==> config.mk <==
export PLATFORM = sky130hd
export DESIGN_NAME = mcmc_ctrl
export DESIGN_NICKNAME = d
export VERILOG_FILES = /design/src/inc/mcmc_pkg.sv /design/src/rtl/mcmc_ctrl.sv
export VERILOG_INCLUDE_DIRS = /design/src /design/src/inc
export SDC_FILE = /design/constraint.sdc
export NUM_CORES = 1
export LEC_CHECK = 0
export BUFFER_PORTS_ARGS = -buffer_cell sky130_fd_sc_hd__clkbuf_2
export CORE_MARGIN = 2
export CORE_UTILIZATION = 60
export DETAILED_ROUTE_END_ITERATION = 16
export GPL_TIMING_DRIVEN = 1
export HOLD_SLACK_MARGIN = 0.15
export PLACE_DENSITY = 0.85
export RECOVER_POWER = 25
export SLEW_MARGIN = 10
export SYNTH_ARGS = -nofsm -noshare
export SYNTH_HDL_FRONTEND = slang
export SYNTH_SLANG_ARGS = --single-unit
==> constraint.sdc <==
create_clock -name i_clk -period 5.6 [get_ports i_clk]
set_clock_uncertainty 0.15 [all_clocks]
set_input_delay 0.28 -clock i_clk [delete_from_list [all_inputs] [get_ports i_clk]]
set_output_delay 0.28 -clock i_clk [all_outputs]
set_load 0.05 [all_outputs]
==> src/inc/mcmc_defs.svh <==
`ifndef MCMC_DEFS_SVH
`define MCMC_DEFS_SVH

// ****************************************
// Channel function select register
// ****************************************
`define MCMC_CHMODE_RST     8'h00
`define MCMC_BIT_AUX_A      0
`define MCMC_BIT_AUX_B      1
`define MCMC_BIT_DIODE_B    2
`define MCMC_BIT_VCC_5V     3
`define MCMC_BIT_EXT_IRQ_0_EN    4
`define MCMC_BIT_EXT_IRQ_2_EN    6
`define MCMC_BIT_VID_IRQ    7

// ****************************************
// Converter codes and timing
// ****************************************
`define MCMC_NOMINAL_CODE   8'hC0
`define MCMC_FULL_CODE      8'hFF
`define MCMC_TEMP_AVG_N     16
`define MCMC_TEMP_AVG_LAST  4'hF
`define MCMC_CLK_PERIOD_NS  5
`define MCMC_CONV_PERIOD_US 748
`define MCMC_TEMP_MEAS_US   9600
`define MCMC_NS_PER_US      1000

`endif

==> src/inc/mcmc_pkg.sv <==
package mcmc_pkg;

  // ****************************************
  // Measurement channels
  // ****************************************
  typedef enum logic [3:0] {
    MCMC_CH_12V     = 4'h0,
    MCMC_CH_5V      = 4'h1,
    MCMC_CH_VCC     = 4'h2,
    MCMC_CH_CORE_A  = 4'h3,
    MCMC_CH_DIODE_A = 4'h4,
    MCMC_CH_AUX_A   = 4'h5,
    MCMC_CH_AUX_B   = 4'h6,
    MCMC_CH_2V5     = 4'h7,
    MCMC_CH_CORE_B  = 4'h8,
    MCMC_CH_DIODE_B = 4'h9
  } mcmc_chan_t;

  localparam logic [3:0] MCMC_CH_COUNT = 4'hA;

  typedef enum logic [1:0] {
    MCMC_ST_WAIT = 2'b00,
    MCMC_ST_CONV = 2'b01
  } mcmc_state_t;

  // ****************************************
  // Decoded pin functions
  // ****************************************
  typedef struct packed {
    logic       aux_a_sel;
    logic       aux_b_sel;
    logic       diode_b_sel;
    logic       vcc_5v;
    logic       vid_irq_mode;
    logic [4:0] irq_en;
  } mcmc_cfg_t;

  typedef struct packed {
    logic       valid;
    mcmc_chan_t chan;
    logic [7:0] data;
  } mcmc_result_t;

endpackage : mcmc_pkg

==> src/rtl/mcmc_ctrl.sv <==
`timescale 1ns/1ps
`include "mcmc_defs.svh"
// Contract
// RULE_01 - Mode bit 0/1 pick tach (0) or aux analog (1) for shared pins a/b.
// RULE_02 - Mode bit 2 picks 2.5 V plus core b (0) or remote diode b (1).
// RULE_03 - Mode bit 3 sets internal supply range: 3.3 V when 0, 5 V when 1.
// RULE_04 - Mode bit 7 turns all five voltage-ID pins into interrupt inputs.
// RULE_05 - In interrupt mode, mode bits 4..6 enable interrupts on ID pins 0..2.
// RULE_06 - Interrupt enables for ID pins 3 and 4 come from second config bits 6,7.
// RULE_07 - Dedicated diode a, 12 V, 5 V and core a channels never change.
// RULE_08 - Mode register resets to zero.
// RULE_09 - One shared successive-approximation converter, unsigned 8-bit result.
// RULE_10 - Supply inputs scaled so nominal voltage reads three-quarter scale.
// RULE_11 - Code is zero below first step, saturates at 255 above range.
// RULE_12 - One voltage conversion every 748 us while running.
// RULE_13 - Diode results average sixteen conversions, 9.6 ms per measurement.
// RULE_14 - Diode results are signed 8-bit two's-complement degrees Celsius.
// RULE_15 - Sequencer round-robins enabled channels, skipping fan and interrupt pins.

module mcmc_ctrl #(
  parameter int CONV_CYCLES = (`MCMC_CONV_PERIOD_US * `MCMC_NS_PER_US) / `MCMC_CLK_PERIOD_NS,
  parameter int TEMP_CYCLES = (`MCMC_TEMP_MEAS_US * `MCMC_NS_PER_US)
                              / (`MCMC_CLK_PERIOD_NS * `MCMC_TEMP_AVG_N)
) (
  // Clock and reset
  input  wire logic                  i_clk,
  input  wire logic                  i_resetn,
  // Register port
  input  wire logic                  i_reg_wr,
  input  wire logic [7:0]            i_reg_wdata,
  output logic      [7:0]            o_reg_rdata,
  input  wire logic [1:0]            i_cfg2_irq_en,
  // Pin functions
  output mcmc_pkg::mcmc_cfg_t        o_cfg,
  // Converter
  input  wire logic                  i_run,
  output logic                       o_adc_start,
  output mcmc_pkg::mcmc_chan_t       o_mux_sel,
  input  wire logic                  i_adc_done,
  input  wire logic [8:0]            i_adc_raw,
  // Results
  output mcmc_pkg::mcmc_result_t     o_result
);

  localparam logic [17:0] CONV_LAST = 18'(CONV_CYCLES - 1);
  localparam logic [17:0] TEMP_LAST = 18'(TEMP_CYCLES - 1);
  localparam logic [17:0] CONV_GAP  = 18'(CONV_CYCLES);
  localparam logic [17:0] TEMP_GAP  = 18'(TEMP_CYCLES);

  // ****************************************
  // Channel decode helpers
  // ****************************************
  function automatic logic is_temp(input mcmc_pkg::mcmc_chan_t c);
    is_temp = (c == mcmc_pkg::MCMC_CH_DIODE_A) || (c == mcmc_pkg::MCMC_CH_DIODE_B);
  endfunction : is_temp

  function automatic logic chan_on(input mcmc_pkg::mcmc_chan_t c, input logic [7:0] m);
    case (c)
      mcmc_pkg::MCMC_CH_AUX_A:   chan_on = m[`MCMC_BIT_AUX_A];    // RULE_01
      mcmc_pkg::MCMC_CH_AUX_B:   chan_on = m[`MCMC_BIT_AUX_B];    // RULE_01
      mcmc_pkg::MCMC_CH_2V5:     chan_on = !m[`MCMC_BIT_DIODE_B]; // RULE_02
      mcmc_pkg::MCMC_CH_CORE_B:  chan_on = !m[`MCMC_BIT_DIODE_B]; // RULE_02
      mcmc_pkg::MCMC_CH_DIODE_B: chan_on = m[`MCMC_BIT_DIODE_B];  // RULE_02
      default:                   chan_on = 1'b1;                  // RULE_07
    endcase
  endfunction : chan_on

  function automatic mcmc_pkg::mcmc_chan_t chan_after(input mcmc_pkg::mcmc_chan_t c,
                                                      input logic [7:0] m);
    logic [4:0] idx;
    logic       found;
    chan_after = mcmc_pkg::MCMC_CH_DIODE_A;
    found      = 1'b0;
    for (int i = 1; i <= 10; i++)
    begin
      idx = 5'(c) + 5'(i);
      if (idx >= 5'(mcmc_pkg::MCMC_CH_COUNT))
      begin
        idx = idx - 5'(mcmc_pkg::MCMC_CH_COUNT);
      end
      if (!found && chan_on(mcmc_pkg::mcmc_chan_t'(idx[3:0]), m))
      begin
        chan_after = mcmc_pkg::mcmc_chan_t'(idx[3:0]);     // RULE_15
        found      = 1'b1;
      end
    end
  endfunction : chan_after

  // ****************************************
  // Mode register and pin decode
  // ****************************************
  logic [7:0]          mode;
  logic [7:0]          next_mode;
  mcmc_pkg::mcmc_cfg_t cfg;
  mcmc_pkg::mcmc_cfg_t next_cfg;

  always_comb
  begin
    next_mode = i_reg_wr ? i_reg_wdata : mode;
    next_cfg.aux_a_sel    = next_mode[`MCMC_BIT_AUX_A];                 // RULE_01
    next_cfg.aux_b_sel    = next_mode[`MCMC_BIT_AUX_B];                 // RULE_01
    next_cfg.diode_b_sel  = next_mode[`MCMC_BIT_DIODE_B];               // RULE_02
    next_cfg.vcc_5v       = next_mode[`MCMC_BIT_VCC_5V];                // RULE_03 RULE_10
    next_cfg.vid_irq_mode = next_mode[`MCMC_BIT_VID_IRQ];               // RULE_04
    next_cfg.irq_en[2:0]  = next_mode[`MCMC_BIT_EXT_IRQ_2_EN:`MCMC_BIT_EXT_IRQ_0_EN]
                            & {3{next_mode[`MCMC_BIT_VID_IRQ]}};        // RULE_05
    next_cfg.irq_en[4:3]  = i_cfg2_irq_en & {2{next_mode[`MCMC_BIT_VID_IRQ]}}; // RULE_06
  end

  always_ff @(posedge i_clk or negedge i_resetn)
  begin
    if (!i_resetn)
    begin
      mode <= `MCMC_CHMODE_RST;                                         // RULE_08
      cfg  <= '0;                                                       // RULE_08
    end
    else
    begin
      mode <= next_mode;
      cfg  <= next_cfg;
    end
  end

  assign o_reg_rdata = mode;
  assign o_cfg       = cfg;

  // ****************************************
  // Conversion sequencer
  // ****************************************
  mcmc_pkg::mcmc_state_t  state;
  mcmc_pkg::mcmc_state_t  next_state;
  mcmc_pkg::mcmc_chan_t   chan;
  mcmc_pkg::mcmc_chan_t   next_chan;
  mcmc_pkg::mcmc_result_t result;
  mcmc_pkg::mcmc_result_t next_result;
  logic [17:0]            timer;
  logic [17:0]            next_timer;
  logic [3:0]             avg_cnt;
  logic [3:0]             next_avg_cnt;
  logic signed [11:0]     acc;
  logic signed [11:0]     next_acc;
  logic                   start;
  logic                   next_start;

  always_comb
  begin
    logic signed [11:0] sum;
    sum          = acc + 12'(signed'(i_adc_raw[7:0]));                 // RULE_14
    next_state   = state;
    next_chan    = chan;
    next_avg_cnt = avg_cnt;
    next_acc     = acc;
    next_start   = 1'b0;
    next_result  = result;
    next_result.valid = 1'b0;
    next_timer   = i_run ? timer + 18'h0_0001 : 18'h0_0000;
    case (state)
      mcmc_pkg::MCMC_ST_WAIT:
      begin
        if (i_run && (timer >= (is_temp(chan) ? TEMP_LAST : CONV_LAST))) // RULE_12 RULE_13
        begin
          next_timer = 18'h0_0000;
          next_start = 1'b1;
          next_state = mcmc_pkg::MCMC_ST_CONV;
        end
      end
      mcmc_pkg::MCMC_ST_CONV:
      begin
        if (i_adc_done)
        begin
          next_state = mcmc_pkg::MCMC_ST_WAIT;
          if (is_temp(chan))
          begin
            if (avg_cnt == `MCMC_TEMP_AVG_LAST)                         // RULE_13
            begin
              next_result.valid = 1'b1;
              next_result.chan  = chan;
              next_result.data  = sum[11:4];                            // RULE_14
              next_acc          = 12'sh000;
              next_avg_cnt      = 4'h0;
              next_chan         = chan_after(chan, mode);               // RULE_15
            end
            else
            begin
              next_acc     = sum;
              next_avg_cnt = avg_cnt + 4'h1;
            end
          end
          else
          begin
            next_result.valid = 1'b1;
            next_result.chan  = chan;
            next_result.data  = i_adc_raw[8] ? `MCMC_FULL_CODE : i_adc_raw[7:0]; // RULE_11
            next_chan         = chan_after(chan, mode);                 // RULE_15
          end
        end
      end
      default:
      begin
        next_state = mcmc_pkg::MCMC_ST_WAIT;
      end
    endcase
  end

  always_ff @(posedge i_clk or negedge i_resetn)
  begin
    if (!i_resetn)
    begin
      state   <= mcmc_pkg::MCMC_ST_WAIT;
      chan    <= mcmc_pkg::MCMC_CH_12V;
      timer   <= 18'h0_0000;
      avg_cnt <= 4'h0;
      acc     <= 12'sh000;
      start   <= 1'b0;
      result  <= '0;
    end
    else
    begin
      state   <= next_state;
      chan    <= next_chan;
      timer   <= next_timer;
      avg_cnt <= next_avg_cnt;
      acc     <= next_acc;
      start   <= next_start;
      result  <= next_result;
    end
  end

  assign o_adc_start = start;   // RULE_09
  assign o_mux_sel   = chan;    // RULE_09
  assign o_result    = result;

  // ****************************************
  // Checks
  // ****************************************
  // Cycles since last start, saturating
  logic [17:0] gap;
  logic [17:0] next_gap;

  always_comb
  begin
    next_gap = start ? 18'h0_0001 : ((gap == 18'h3_FFFF) ? gap : gap + 18'h0_0001);
  end

  always_ff @(posedge i_clk or negedge i_resetn)
  begin
    if (!i_resetn)
    begin
      gap <= 18'h0_0000;
    end
    else
    begin
      gap <= next_gap;
    end
  end

  a_aux_sel: assert property (@(posedge i_clk) disable iff (!i_resetn) // RULE_01
    (o_cfg.aux_a_sel == o_reg_rdata[0]) && (o_cfg.aux_b_sel == o_reg_rdata[1]))
    else $error("aux select differs from mode bits");

  a_diode_b_sel: assert property (@(posedge i_clk) disable iff (!i_resetn) // RULE_02
    i_reg_wr |=> (o_cfg.diode_b_sel == $past(i_reg_wdata[2])))
    else $error("diode b select not taken from write");

  a_vcc_range: assert property (@(posedge i_clk) disable iff (!i_resetn) // RULE_03
    o_cfg.vcc_5v == o_reg_rdata[3])
    else $error("supply range differs from mode bit 3");

  a_irq_gate: assert property (@(posedge i_clk) disable iff (!i_resetn) // RULE_04
    !o_reg_rdata[7] |-> (o_cfg.irq_en == 5'h00) && !o_cfg.vid_irq_mode)
    else $error("interrupt enable outside interrupt mode");

  a_irq_low_en: assert property (@(posedge i_clk) disable iff (!i_resetn) // RULE_05
    o_reg_rdata[7] |-> o_cfg.irq_en[2:0] == o_reg_rdata[6:4])
    else $error("low interrupt enables differ from mode bits");

  a_irq_high_en: assert property (@(posedge i_clk) disable iff (!i_resetn) // RULE_06
    o_reg_rdata[7] |-> o_cfg.irq_en[4:3] == $past(i_cfg2_irq_en))
    else $error("high interrupt enables differ from second config");

  a_conv_period: assert property (@(posedge i_clk) disable iff (!i_resetn) // RULE_12
    o_adc_start && !is_temp(o_mux_sel) |-> gap >= CONV_GAP)
    else $error("voltage conversion started too early");

  a_temp_period: assert property (@(posedge i_clk) disable iff (!i_resetn) // RULE_13
    o_adc_start && is_temp(o_mux_sel) |-> gap >= TEMP_GAP)
    else $error("diode conversion started too early");

  a_saturate: assert property (@(posedge i_clk) disable iff (!i_resetn) // RULE_11
    $past(state == mcmc_pkg::MCMC_ST_CONV && i_adc_done && i_adc_raw[8] && !is_temp(chan))
    |-> o_result.valid && (o_result.data == `MCMC_FULL_CODE))
    else $error("overrange result not saturated");

  a_volt_code: assert property (@(posedge i_clk) disable iff (!i_resetn) // RULE_09
    $past(state == mcmc_pkg::MCMC_ST_CONV && i_adc_done && !i_adc_raw[8] && !is_temp(chan))
    |-> o_result.valid && (o_result.data == $past(i_adc_raw[7:0])))
    else $error("in-range voltage code not passed through");

  a_temp_avg: assert property (@(posedge i_clk) disable iff (!i_resetn) // RULE_13
    o_result.valid && is_temp(o_result.chan) |-> $past(avg_cnt) == `MCMC_TEMP_AVG_LAST)
    else $error("diode result before sixteen conversions");

  a_skip_off: assert property (@(posedge i_clk) disable iff (!i_resetn) // RULE_15
    o_result.valid && !$past(i_reg_wr) |-> chan_on(o_mux_sel, o_reg_rdata))
    else $error("sequencer moved to a disabled channel");

endmodule : mcmc_ctrl

==> metrics.csv, run 1 <==
stage,metric,value,unit
outcome,outcome,"finished, violations left",
outcome,failing checks,"max-capacitance violations, max-slew violations",
clock_network,clock tree from TritonCTS,done,
placement,hpwl dp,10.68,mm
clock_network,cts hold-fix bufs,14,
yosys,Yosys cell types,85,
sta,final slew viol count,67,
drt,drt total wl,14.71,mm
clock_network,postcts setup bufs,0,
drt,vias per inst,6.418,
floorplan,io pins,60,
job,number of max-cap violations,1,
finish,share of cells above drive strength 1,0.1394,
clock_network,clk slew on worst S/H paths,80,ps
global_route,Overall Global Routing Usage,0.3019,
finish,Final nets,761,
global_route,pin count of the biggest net entering global routing,67,
sta,Max transition margin,-1.360,
yosys,"area leader, netlist",dfrtp_1,
hold_path,hold path depth,3,
worst_setup_path,CP max-delay cell,ha_1,
finish,P&R area growth vs syn,12.33,%
yosys,Post-Syn Instances,629,
power_and_ir_drop,Leak,2.851,nW
clock_network,H-tree depth,3,
worst_setup_path,CP arrival,4740,ps
worst_setup_path,Setup crit end kind,flip-flop,
placement,I/O Buffers,59,
floorplan,Die X,100.4,microns
worst_setup_path,r2r setup slk,930,ps
global_route,grt ovf,0,
drt,number of DRC markers in iteration 0,339,
floorplan,die height,100.4,microns
finish,register area,0.001652,sq mm
sta,final hold vios,0,
clock_network,TritonCTS Sinks,66,
clock_network,total CTS buffers,9,
worst_setup_path,Setup crit start kind,flip-flop,
power_and_ir_drop,peak supply drop,0.2413,mV
worst_setup_path,critical path depth,14,
yosys,syn_nets,699,
hold_path,Worst Hold Class,input pin to flip-flop,
power_and_ir_drop,Power Density,369.0,mW/mm^2
worst_setup_path,Worst Path Buf+Inv,3,
yosys,Synth Cell Area,0.005579,sq mm
finish,# diodes,0,
yosys,ys async rst share,1.000,
placement,pre-CTS setup slack,1129,ps
worst_setup_path,Top delay family on crit path,compound AO/OA/AOI/OAI gates,
clock_network,Root Buffer,clkbuf_8,
sta,maximum clock frequency,214.3,MHz
worst_setup_path,crit-path max FO,20,
sta,Tmin final,4666,ps
worst_setup_path,worst setup path class,flip-flop to flip-flop,
worst_setup_path,CP max stage delay,600,ps
sta,Setup TNS,0,ps
yosys,top-area cell type share of the netlist area,0.2960,
drt,"antenna viol nets, final",0,
drt,DR WL/cell,18.23,microns
yosys,syn avg cell area,8.870,sq um
global_route,initial antenna violation count,0,
sta,measured slew at the worst slew-check pin,3541,ps
yosys,synth top area cells,"dfrtp_1 30%, ha_1 9.9%, o21ai_0 3.8%, xnor2_1 3.8%, nor2_1 3.4%",
yosys,Synth Register Bits,66,
floorplan,Std-Cell Rows,35,
yosys,Syn. warnings,0,
finish,area of the multi-input gates,0.003654,sq mm
worst_setup_path,cells along the critical path,buf_4 > inv_2 > ha_1 > inv_2 > ha_1 > a21boi_1 > o21ai_0 > mux2i_1 > a221oi_4 > nand4_4 > nor3_2 > nand3b_1 > o221ai_1 > o31ai_1,
yosys,Post-synth EDFFs,0,
finish,fill count,724,
worst_setup_path,r2r worst-path depth,14,
global_route,first-pass GRT wire length,24.34,mm
clock_network,post-cts resize count,0,
sta,# setup viols final,0,
drt,router iterations before antenna repair,6,
clock_network,clock latency on the worst-skew pair,350,ps
yosys,top_reg_cell synth,dfrtp_1,
global_route,vias in the first global route,5119,
sta,Final Cycle Share,0.8333,
sta,RSZ-0062 raised after global routing,false,
floorplan,CORE AREA,0.009109,sq mm
floorplan,die area,0.01009,sq mm
sta,Final WS setup,933.7,ps
drt,residual DRC count,0,
yosys,sequential element share of the synthesized area,0.2960,
placement,global placer's final weighted congestion,0.9899,
clock_network,Longest Clk Path Bufs,2,
floorplan,Initial Utilization,0.6125,
worst_setup_path,CP required,5670,ps
drt,vias,5179,
==> routing by layer <==
metal,up-vias,wire [microns],track usage
met5,-,0,0
met4,0,490,0.1275
met3,49,659,0.03900
met2,198,7665,0.5390
met1,2518,5897,0.3656
li1,2414,-,-
==> through the flow <==
stage	power, mW	cells	hold slack, ps	instance area [sq um]	util
4_1_cts	2.291	807	150.7	6301	0.6918
3_5_place_dp	1.775	777	318.8	5911	0.6489
2_1_floorplan	1.503	629	-165.6	5579	-
5_1_grt	2.425	807	185.0	6267	0.6880
3_3_place_gp	1.732	777	306.2	5911	0.6489
6_report	2.313	807	155.9	6267	0.6880
==> flip-flops by register name (all words and copies together) (netlist names) <==
register and flops:
avg_cnt 4, o_result 13, state 1, o_adc_start 1, timer 18, o_reg_rdata 7, acc 12, o_cfg 6
o_mux_sel 4
==> worst min-delay path: stages <==
cell,delay [ps]
clkbuf_2,100
o21ai_0,140
a31oi_1,100
==> cell usage after synthesis, types with 4 or more instances <==
cell type and instances:
a211oi_1 5, a21o_1 8, a21oi_1 28, a22o_1 9, a31oi_1 12, and2_1 6
and3_1 13, buf_2 4, buf_4 6, clkbuf_1 16, dfrtp_1 66, ha_1 44
inv_1 28, mux2_2 15, mux2i_1 16, nand2_1 50, nand2b_1 9, nand3_1 24
nand4_1 6, nor2_1 51, nor2b_1 12, nor3_1 12, nor3b_1 5, nor4_1 5
o211ai_1 6, o21ai_0 42, o31ai_1 9, xnor2_1 24, xor2_1 16
==> cells by family (layout without fill, tap and decap cells) <==
| family | after synthesis | in the layout | synth area share |
|---|---|---|---|
| compound gates | 166 | 166 | 0.2119 |
| xor+xnor | 42 | 42 | 0.07266 |
| fa+ha+maj | 46 | 46 | 0.1059 |
| buf+inv | 61 | 128 | 0.04911 |
| flops | 66 | 66 | 0.2960 |
| mux | 32 | 32 | 0.06167 |
| simple gates | 216 | 216 | 0.2027 |
==> cells in the final DEF (no fill, tap or decap), types with 5 or more instances in the layout <==
master	synthesis	routed
o31ai_1	9	9
dfrtp_1	66	66
mux2_2	15	13
a31oi_1	12	12
nand2_1	50	50
nor3_1	12	12
nor2b_1	12	12
dlygate4sd3_1	0	14
o21ai_0	42	42
nand3_1	24	24
xor2_1	16	16
xnor2_1	24	24
o211ai_1	6	6
and2_1	6	6
nand2b_1	9	9
a21o_1	8	8
clkbuf_2	0	34
ha_1	44	44
a21oi_1	28	28
nor4_1	5	5
and3_1	13	13
nor3b_1	5	5
a22o_1	9	9
clkbuf_1	16	25
buf_4	6	5
nor2_1	51	51
nand4_1	6	6
clkbuf_8	0	10
mux2i_1	16	16
a211oi_1	5	5
inv_1	28	28
==> path summary, 6_finish.rpt <==
| path | from | end |
|---|---|---|
| worst max register to register | o_mux_sel[0] | o_mux_sel[2] |
| max in group asynchronous | i_resetn | timer[16] |
| worst max-delay path | o_mux_sel[0] | o_mux_sel[2] |
| worst min-delay path | i_adc_raw[0] | o_result[0] |
| min in group asynchronous | i_resetn | timer[13] |
| worst min register to register | timer[0] | timer[0] |
==> final cells by class <==
class / instances / area share
well taps: 111 / 0.02216
multi-input cells: 502 / 0.5830
clock buffers: 10 / 0.02196
repair buffers: 79 / 0.07127
flip-flops and latches: 66 / 0.2635
inverters: 33 / 0.02016
clock inverters: 6 / 0.01797
==> report_power, final <==
part | internal [mW] | switching, mW | leakage [nW] | total (mW)
Sequential | 0.516 | 0.0376 | 0.876 | 0.554
Clock | 0.309 | 0.191 | 0.127 | 0.501
Combinational | 0.446 | 0.812 | 1.85 | 1.26
Total | 1.27 | 1.04 | 2.85 | 2.31
(Power assumes the default switching activity.)
==> run 2, diff against run 1 <==
- clock period: 5.6 -> 4.72 ns (I/O delays scaled with it)
==> run 2 against run 1 <==
Net effect: the flow still finishes with violations (max-capacitance violations, max-slew violations); utilization rose by 0.87 points; first-iteration DRC count is 9.4% lower; sequential share of layout area shrank 0.33 points; critical path type unchanged; setup slack got worse by 530 ps.
==> metrics.csv, run 2 (synthesis results as in run 1) <==
stage,metric,value,unit
drt,router iterations before antenna repair,5,
sta,measured slew at the worst slew-check pin,1656,ps
finish,register area,0.001652,sq mm
finish,fill count,723,
finish,P&R area growth vs syn,13.75,%
global_route,first-pass GRT wire length,24.86,mm
power_and_ir_drop,peak supply drop,0.2324,mV
floorplan,Initial Utilization,0.6125,
finish,share of cells above drive strength 1,0.1423,
worst_setup_path,Worst Path Buf+Inv,2,
outcome,outcome,"finished, violations left",
finish,Top reg by flops,timer,
sta,RSZ-0062 raised after global routing,false,
worst_setup_path,CP arrival,4440,ps
global_route,grt ovf,0,
finish,"commonest non-fill, non-tap cells in the layout","66 x dfrtp_1, 51 x nor2_1, 50 x nand2_1",
floorplan,Std-Cell Rows,35,
clock_network,TritonCTS Sinks,66,
outcome,failing checks,"max-capacitance violations, max-slew violations",
sta,# setup viols final,0,
finish,Final nets,775,
floorplan,die height,100.4,microns
drt,vias,5079,
floorplan,io pins,60,
finish,max reg flops,18,
placement,global placer's final weighted congestion,1.040,
drt,residual DRC count,0,
finish,# diodes,0,
clock_network,clock tree from TritonCTS,done,
sta,worst hold margin,155.3,ps
worst_setup_path,Setup crit start kind,flip-flop,
sta,final slew viol count,67,
worst_setup_path,CP required,4830,ps
placement,Placed Instance Area,0.005948,sq mm
global_route,initial antenna violation count,0,
placement,pre-CTS setup slack,537.8,ps
job,number of max-cap violations,1,
sta,Final Cycle Share,0.9155,
worst_setup_path,CP max-delay cell,ha_1,
clock_network,clk slew on worst S/H paths,70,ps
clock_network,Root Buffer,clkbuf_8,
finish,final instance area,0.006346,sq mm
sta,maximum clock frequency,231.4,MHz
clock_network,H-tree depth,3,
floorplan,die area,0.01009,sq mm
sta,Tmin final,4321,ps
drt,vias per inst,6.186,
hold_path,Worst Hold Class,input pin to flip-flop,
worst_setup_path,crit-path max FO,11,
floorplan,Die X,100.4,microns
finish,area of the multi-input gates,0.003654,sq mm
drt,number of DRC markers in iteration 0,307,
clock_network,post-cts resize count,0,
worst_setup_path,Top delay family on crit path,simple AND/OR/NAND/NOR gates,
clock_network,Longest Clk Path Bufs,2,
worst_setup_path,worst setup path class,flip-flop to flip-flop,
sta,Max transition margin,-0.1039,
worst_setup_path,Setup crit end kind,flip-flop,
clock_network,total CTS buffers,9,
global_route,vias in the first global route,5173,
worst_setup_path,cells along the critical path,inv_1 > ha_1 > xor2_1 > inv_1 > ha_1 > nand2b_1 > a211oi_1 > o21ai_0 > nand3_1 > o2bb2ai_1 > nand2_1 > nor4_4 > nand2_1 > or2_0 > a31oi_1,
placement,hpwl dp,10.54,mm
worst_setup_path,r2r setup slk,400,ps
clock_network,clock latency on the worst-skew pair,350,ps
finish,"commonest non-fill, non-tap cell in the layout",dfrtp_1,
drt,drt total wl,14.89,mm
worst_setup_path,CP max stage delay,440,ps
drt,DR WL/cell,18.14,microns
global_route,pin count of the biggest net entering global routing,67,
sta,Setup TNS,0,ps
drt,"antenna viol nets, final",0,
sta,final hold vios,0,
global_route,Overall Global Routing Usage,0.3074,
power_and_ir_drop,Power Density,417.5,mW/mm^2
sta,Final WS setup,399.0,ps
floorplan,CORE AREA,0.009109,sq mm
power_and_ir_drop,Leak,2.876,nW
placement,I/O Buffers,59,
[run 2: cell count changes in the layout (fill, tap and decap cells not counted)]
cell           previous run  this run
buf_4                     5        10
bufinv_16                 3         1
clkbuf_1                 25        27
clkbuf_2                 34        32
clkinvlp_4                0         3
dlygate4sd3_1            14        23
inv_6                     1         0
mux2_1                    2         1
mux2_2                   13        14
[run 2: layout make-up]
cell class,instances,area share
multi-input combinational,502,0.5757
sequential,66,0.2603
timing repair buffer,93,0.09010
tap,111,0.02188
clock buffer,10,0.02169
inverter,33,0.01991
clock inverter,6,0.01045
[run 2: repair_timing]
item / CTS / global route
endpoints found under the hold margin: 86 / 0
setup buffers: 0 / 0
hold buffers: 23 / 0
[run 2: power by group]
part	internal [mW]	switching (mW)	leakage, nW
sequential	0.613	0.0481	0.876
clock	0.258	0.230	0.0945
combinational	0.546	0.955	1.91
total	1.42	1.23	2.88
[run 2: worst min-delay path, stage by stage]
cell and delay, ps:
clkbuf_2 130, nand2_1 70, o211ai_1 130
[run 2: stage by stage]
step                instances  utilization  total power, mW
CTS                       821       0.7007            2.631
finish                    821       0.6967            2.650
global route              821       0.6967            2.795
global placement          782       0.6530            2.082
floorplan                 629            -            1.783
detailed placement        782       0.6530            2.123
[run 2: path summary, 6_finish.rpt]
check | start | endpoint | depth (start not counted)
max | o_mux_sel[1] | o_mux_sel[3] | 15
min | i_run | o_adc_start | 3
max reg2reg | o_mux_sel[1] | o_mux_sel[3] | 15
min reg2reg | o_result[11] | o_result[11] | 2
max in group asynchronous | i_resetn | o_result[11] | 3
min in group asynchronous | i_resetn | timer[11] | 3
[run 2: per-layer routing]
| metal | GRT usage | vias up | share of wire |
|---|---|---|---|
| met2 | 0.5240 | 192 | 0.50 |
| met3 | 0.03900 | 48 | 0.058 |
| li1 | - | 2430 | - |
| met4 | 0.1475 | 0 | 0.036 |
| met1 | 0.3868 | 2409 | 0.40 |
| met5 | 0 | - | 0 |
==> run 3, diff against run 2 <==
- ABC_AREA: not set -> 1
- CELL_PAD_IN_SITES_DETAIL_PLACEMENT: not set -> 2
- CELL_PAD_IN_SITES_GLOBAL_PLACEMENT: not set -> 2
- CORE_UTILIZATION: 60 -> 34
==> run 3 against run 2 <==
Net effect: setup slack gained 170 ps; utilization down 28 points; sequential cell count unchanged; area after synthesis down 4.3%; the flow still finishes with violations (max-capacitance violations, max-slew violations); clock power is 43% higher; critical path depth rose by 3; sequential share of layout area increased by 0.15 points; critical endpoint is now o_mux_sel[0].
==> metrics.csv, run 3 <==
stage,metric,value,unit
outcome,outcome,"finished, violations left",
outcome,failing checks,"max-capacitance violations, max-slew violations",
worst_setup_path,crit-path max FO,18,
sta,maximum clock frequency,240.9,MHz
floorplan,die area,0.01672,sq mm
sta,measured slew at the worst slew-check pin,2004,ps
finish,Final nets,889,
power_and_ir_drop,Power Density,358.5,mW/mm^2
sta,Setup TNS,0,ps
clock_network,clock latency on the worst-skew pair,340,ps
hold_path,Worst Hold Class,input pin to flip-flop,
yosys,syn avg cell area,7.215,sq um
sta,Max transition margin,-0.3362,
yosys,Yosys cell types,51,
yosys,Syn. warnings,0,
drt,"antenna viol nets, final",0,
drt,residual DRC count,0,
clock_network,Longest Clk Path Bufs,2,
power_and_ir_drop,"Power, Total",2.262,mW
sta,Final Cycle Share,0.8794,
floorplan,CORE AREA,0.01526,sq mm
yosys,commonest cells in the netlist,"162 x nand2_1, 96 x inv_1, 76 x nor2_1, 66 x dfrtp_1, 58 x nand3_1",
worst_setup_path,r2r worst-path depth,18,
yosys,syn_nets,810,
clock_network,H-tree depth,3,
yosys,Synth Cell Area,0.005339,sq mm
worst_setup_path,cells along the critical path,inv_2 > ha_1 > inv_1 > ha_1 > nand3b_1 > nand2_1 > a21boi_1 > nor2_1 > nand2_1 > nand3_2 > nand3_4 > nor2_8 > nand4_4 > nor2_4 > nand2_2 > nand3_1 > o21ai_0 > nand2_1,
placement,Placed Instance Area,0.005868,sq mm
clock_network,clock tree from TritonCTS,done,
yosys,top-area cell type share of the netlist area,0.3094,
floorplan,Std-Cell Rows,45,
floorplan,Initial Utilization,0.3499,
worst_setup_path,Setup crit start kind,flip-flop,
finish,"commonest non-fill, non-tap cell in the layout",nand2_1,
placement,global placer's final weighted congestion,0.8763,
sta,RSZ-0062 raised after global routing,false,
drt,vias per inst,5.295,
drt,router iterations before antenna repair,4,
global_route,vias in the first global route,6369,
drt,number of DRC markers in iteration 0,224,
placement,I/O Buffers,59,
yosys,Post-synth EDFFs,0,
global_route,Overall Global Routing Usage,0.2667,
floorplan,die height,129.3,microns
floorplan,io pins,60,
finish,P&R area growth vs syn,18.19,%
clock_network,clk slew on worst S/H paths,70,ps
yosys,ys async rst share,1.000,
finish,# diodes,0,
finish,max reg flops,18,
sta,final hold vios,0,
worst_setup_path,Setup crit end kind,flip-flop,
worst_setup_path,Critical R2R Launch,o_mux_sel[0],
clock_network,Root Buffer,clkbuf_16,
global_route,initial antenna violation count,0,
finish,final instance area,0.006310,sq mm
finish,"commonest non-fill, non-tap cells in the layout","162 x nand2_1, 96 x inv_1, 76 x nor2_1",
yosys,sequential element share of the synthesized area,0.3094,
worst_setup_path,cell mode on critical path,nand2_1,
placement,hpwl dp,14.63,mm
sta,worst hold margin,158.1,ps
global_route,grt ovf,0,
hold_path,Hold Crit Start,i_adc_raw[0],
power_and_ir_drop,peak supply drop,0.1637,mV
drt,drt total wl,21.07,mm
hold_path,hold endpoint,o_result[0],
yosys,Synth Register Bits,66,
power_and_ir_drop,Leak,3.225,nW
drt,DR WL/cell,20.36,microns
clock_network,total CTS buffers,9,
floorplan,Die X,129.3,microns
worst_setup_path,worst setup path class,flip-flop to flip-flop,
worst_setup_path,FF-to-FF End,o_mux_sel[0],
sta,# setup viols final,0,
global_route,first-pass GRT wire length,34.47,mm
worst_setup_path,CP max stage delay,770,ps
worst_setup_path,CP required,4850,ps
finish,Top reg by flops,timer,
worst_setup_path,CP max-delay cell,dfrtp_1,
drt,vias,5480,
yosys,Post-Syn Instances,740,
yosys,"area leader, netlist",dfrtp_1,
yosys,most frequent cell after synthesis,nand2_1,
sta,final slew viol count,35,
clock_network,postcts setup bufs,0,
yosys,synth top area cells,"dfrtp_1 31%, nand2_1 11%, ha_1 10%, inv_1 6.7%, nand3_1 5.4%",
finish,fill count,1774,
sta,Tmin final,4151,ps
worst_setup_path,CP arrival,4280,ps
global_route,pin count of the biggest net entering global routing,35,
hold_path,hold path depth,3,
clock_network,TritonCTS Sinks,66,
yosys,top_reg_cell synth,dfrtp_1,
sta,Final WS setup,569.2,ps
job,number of max-cap violations,1,
worst_setup_path,r2r setup slk,570,ps
finish,share of cells above drive strength 1,0.1578,
placement,pre-CTS setup slack,707.5,ps
## run 3: changes by cell type in the layout (fill, tap and decap cells not counted), moves of 10 or more
cell	previous run	this run
nand2_1	50	162
inv_1	28	96
nand3_1	24	58
nor2_1	51	76
clkbuf_2	32	56
clkbuf_1	27	4
mux2i_1	16	1
nand2_2	0	15
xnor2_1	24	9
and3_1	13	0
mux2_2	14	2
nor2b_1	12	0
nand4_1	6	17
clkbuf_8	10	0
## run 3: timing repair
item	4_1_cts	5_1_grt
hold buffers	15	0
gates resized for setup	0	0
hold endpoints to repair	49	0
## run 3: critical path, delay by kind of cell, from the launching register on
family          cells  cell delay, ps
compound gates      2             270
fa+ha+maj           2             830
buf+inv             2             430
flops               1             770
simple gates       12            1610
## run 3: cell type report
cell class,count,area (sq um),area share
clock buffers,10,229.0,0.03629
multi-input cells,553,3194,0.5062
inverters,107,402.9,0.06385
clock inverters,6,66.31,0.01051
repair buffers,82,501.7,0.07952
flip-flops and latches,66,1652,0.2617
well taps,211,264.0,0.04184
## run 3: power breakdown
group          total [mW]  internal, mW  switching (mW)
combinational       0.936         0.253           0.683
clock               0.699         0.412           0.287
sequential          0.627         0.594          0.0331
total                2.26          1.26            1.00
## run 3: metal layers
| layer | vias up | track usage | part of all wire |
|---|---|---|---|
| met5 | - | 0 | 0 |
| met4 | 0 | 0.09655 | 0.030 |
| met3 | 46 | 0.02353 | 0.015 |
| met2 | 92 | 0.5186 | 0.54 |
| met1 | 2778 | 0.3007 | 0.41 |
| li1 | 2564 | - | - |
## run 3: cell families after synthesis
family / after synthesis / synth area share
DFF: 66 / 0.3094
xor gates and xnor gates: 27 / 0.04570
and+or+nand+nor: 369 / 0.3225
AOI/OAI and AO/OA: 108 / 0.1134
muxes: 3 / 0.006093
adders and majority gates: 46 / 0.1106
buffers and inverters: 121 / 0.09234
## run 3: how the worst max path moves through the flow
stage	slack (ps)	startpoint	endpoint
floorplan	850	o_mux_sel[1]	timer[16]
global placement	930	o_mux_sel[0]	o_mux_sel[0]
detailed placement	710	o_mux_sel[0]	o_mux_sel[0]
CTS	590	o_mux_sel[2]	timer[9]
global route	210	o_mux_sel[0]	o_mux_sel[0]
finish	570	o_mux_sel[0]	o_mux_sel[0]
## run 3: per-stage QoR
stage                       util  cells
after CTS                 0.4138   1035
after global placement    0.3846   1004
after floorplan                -    740
after global routing      0.4135   1035
final                     0.4135   1035
after detailed placement  0.3846   1004
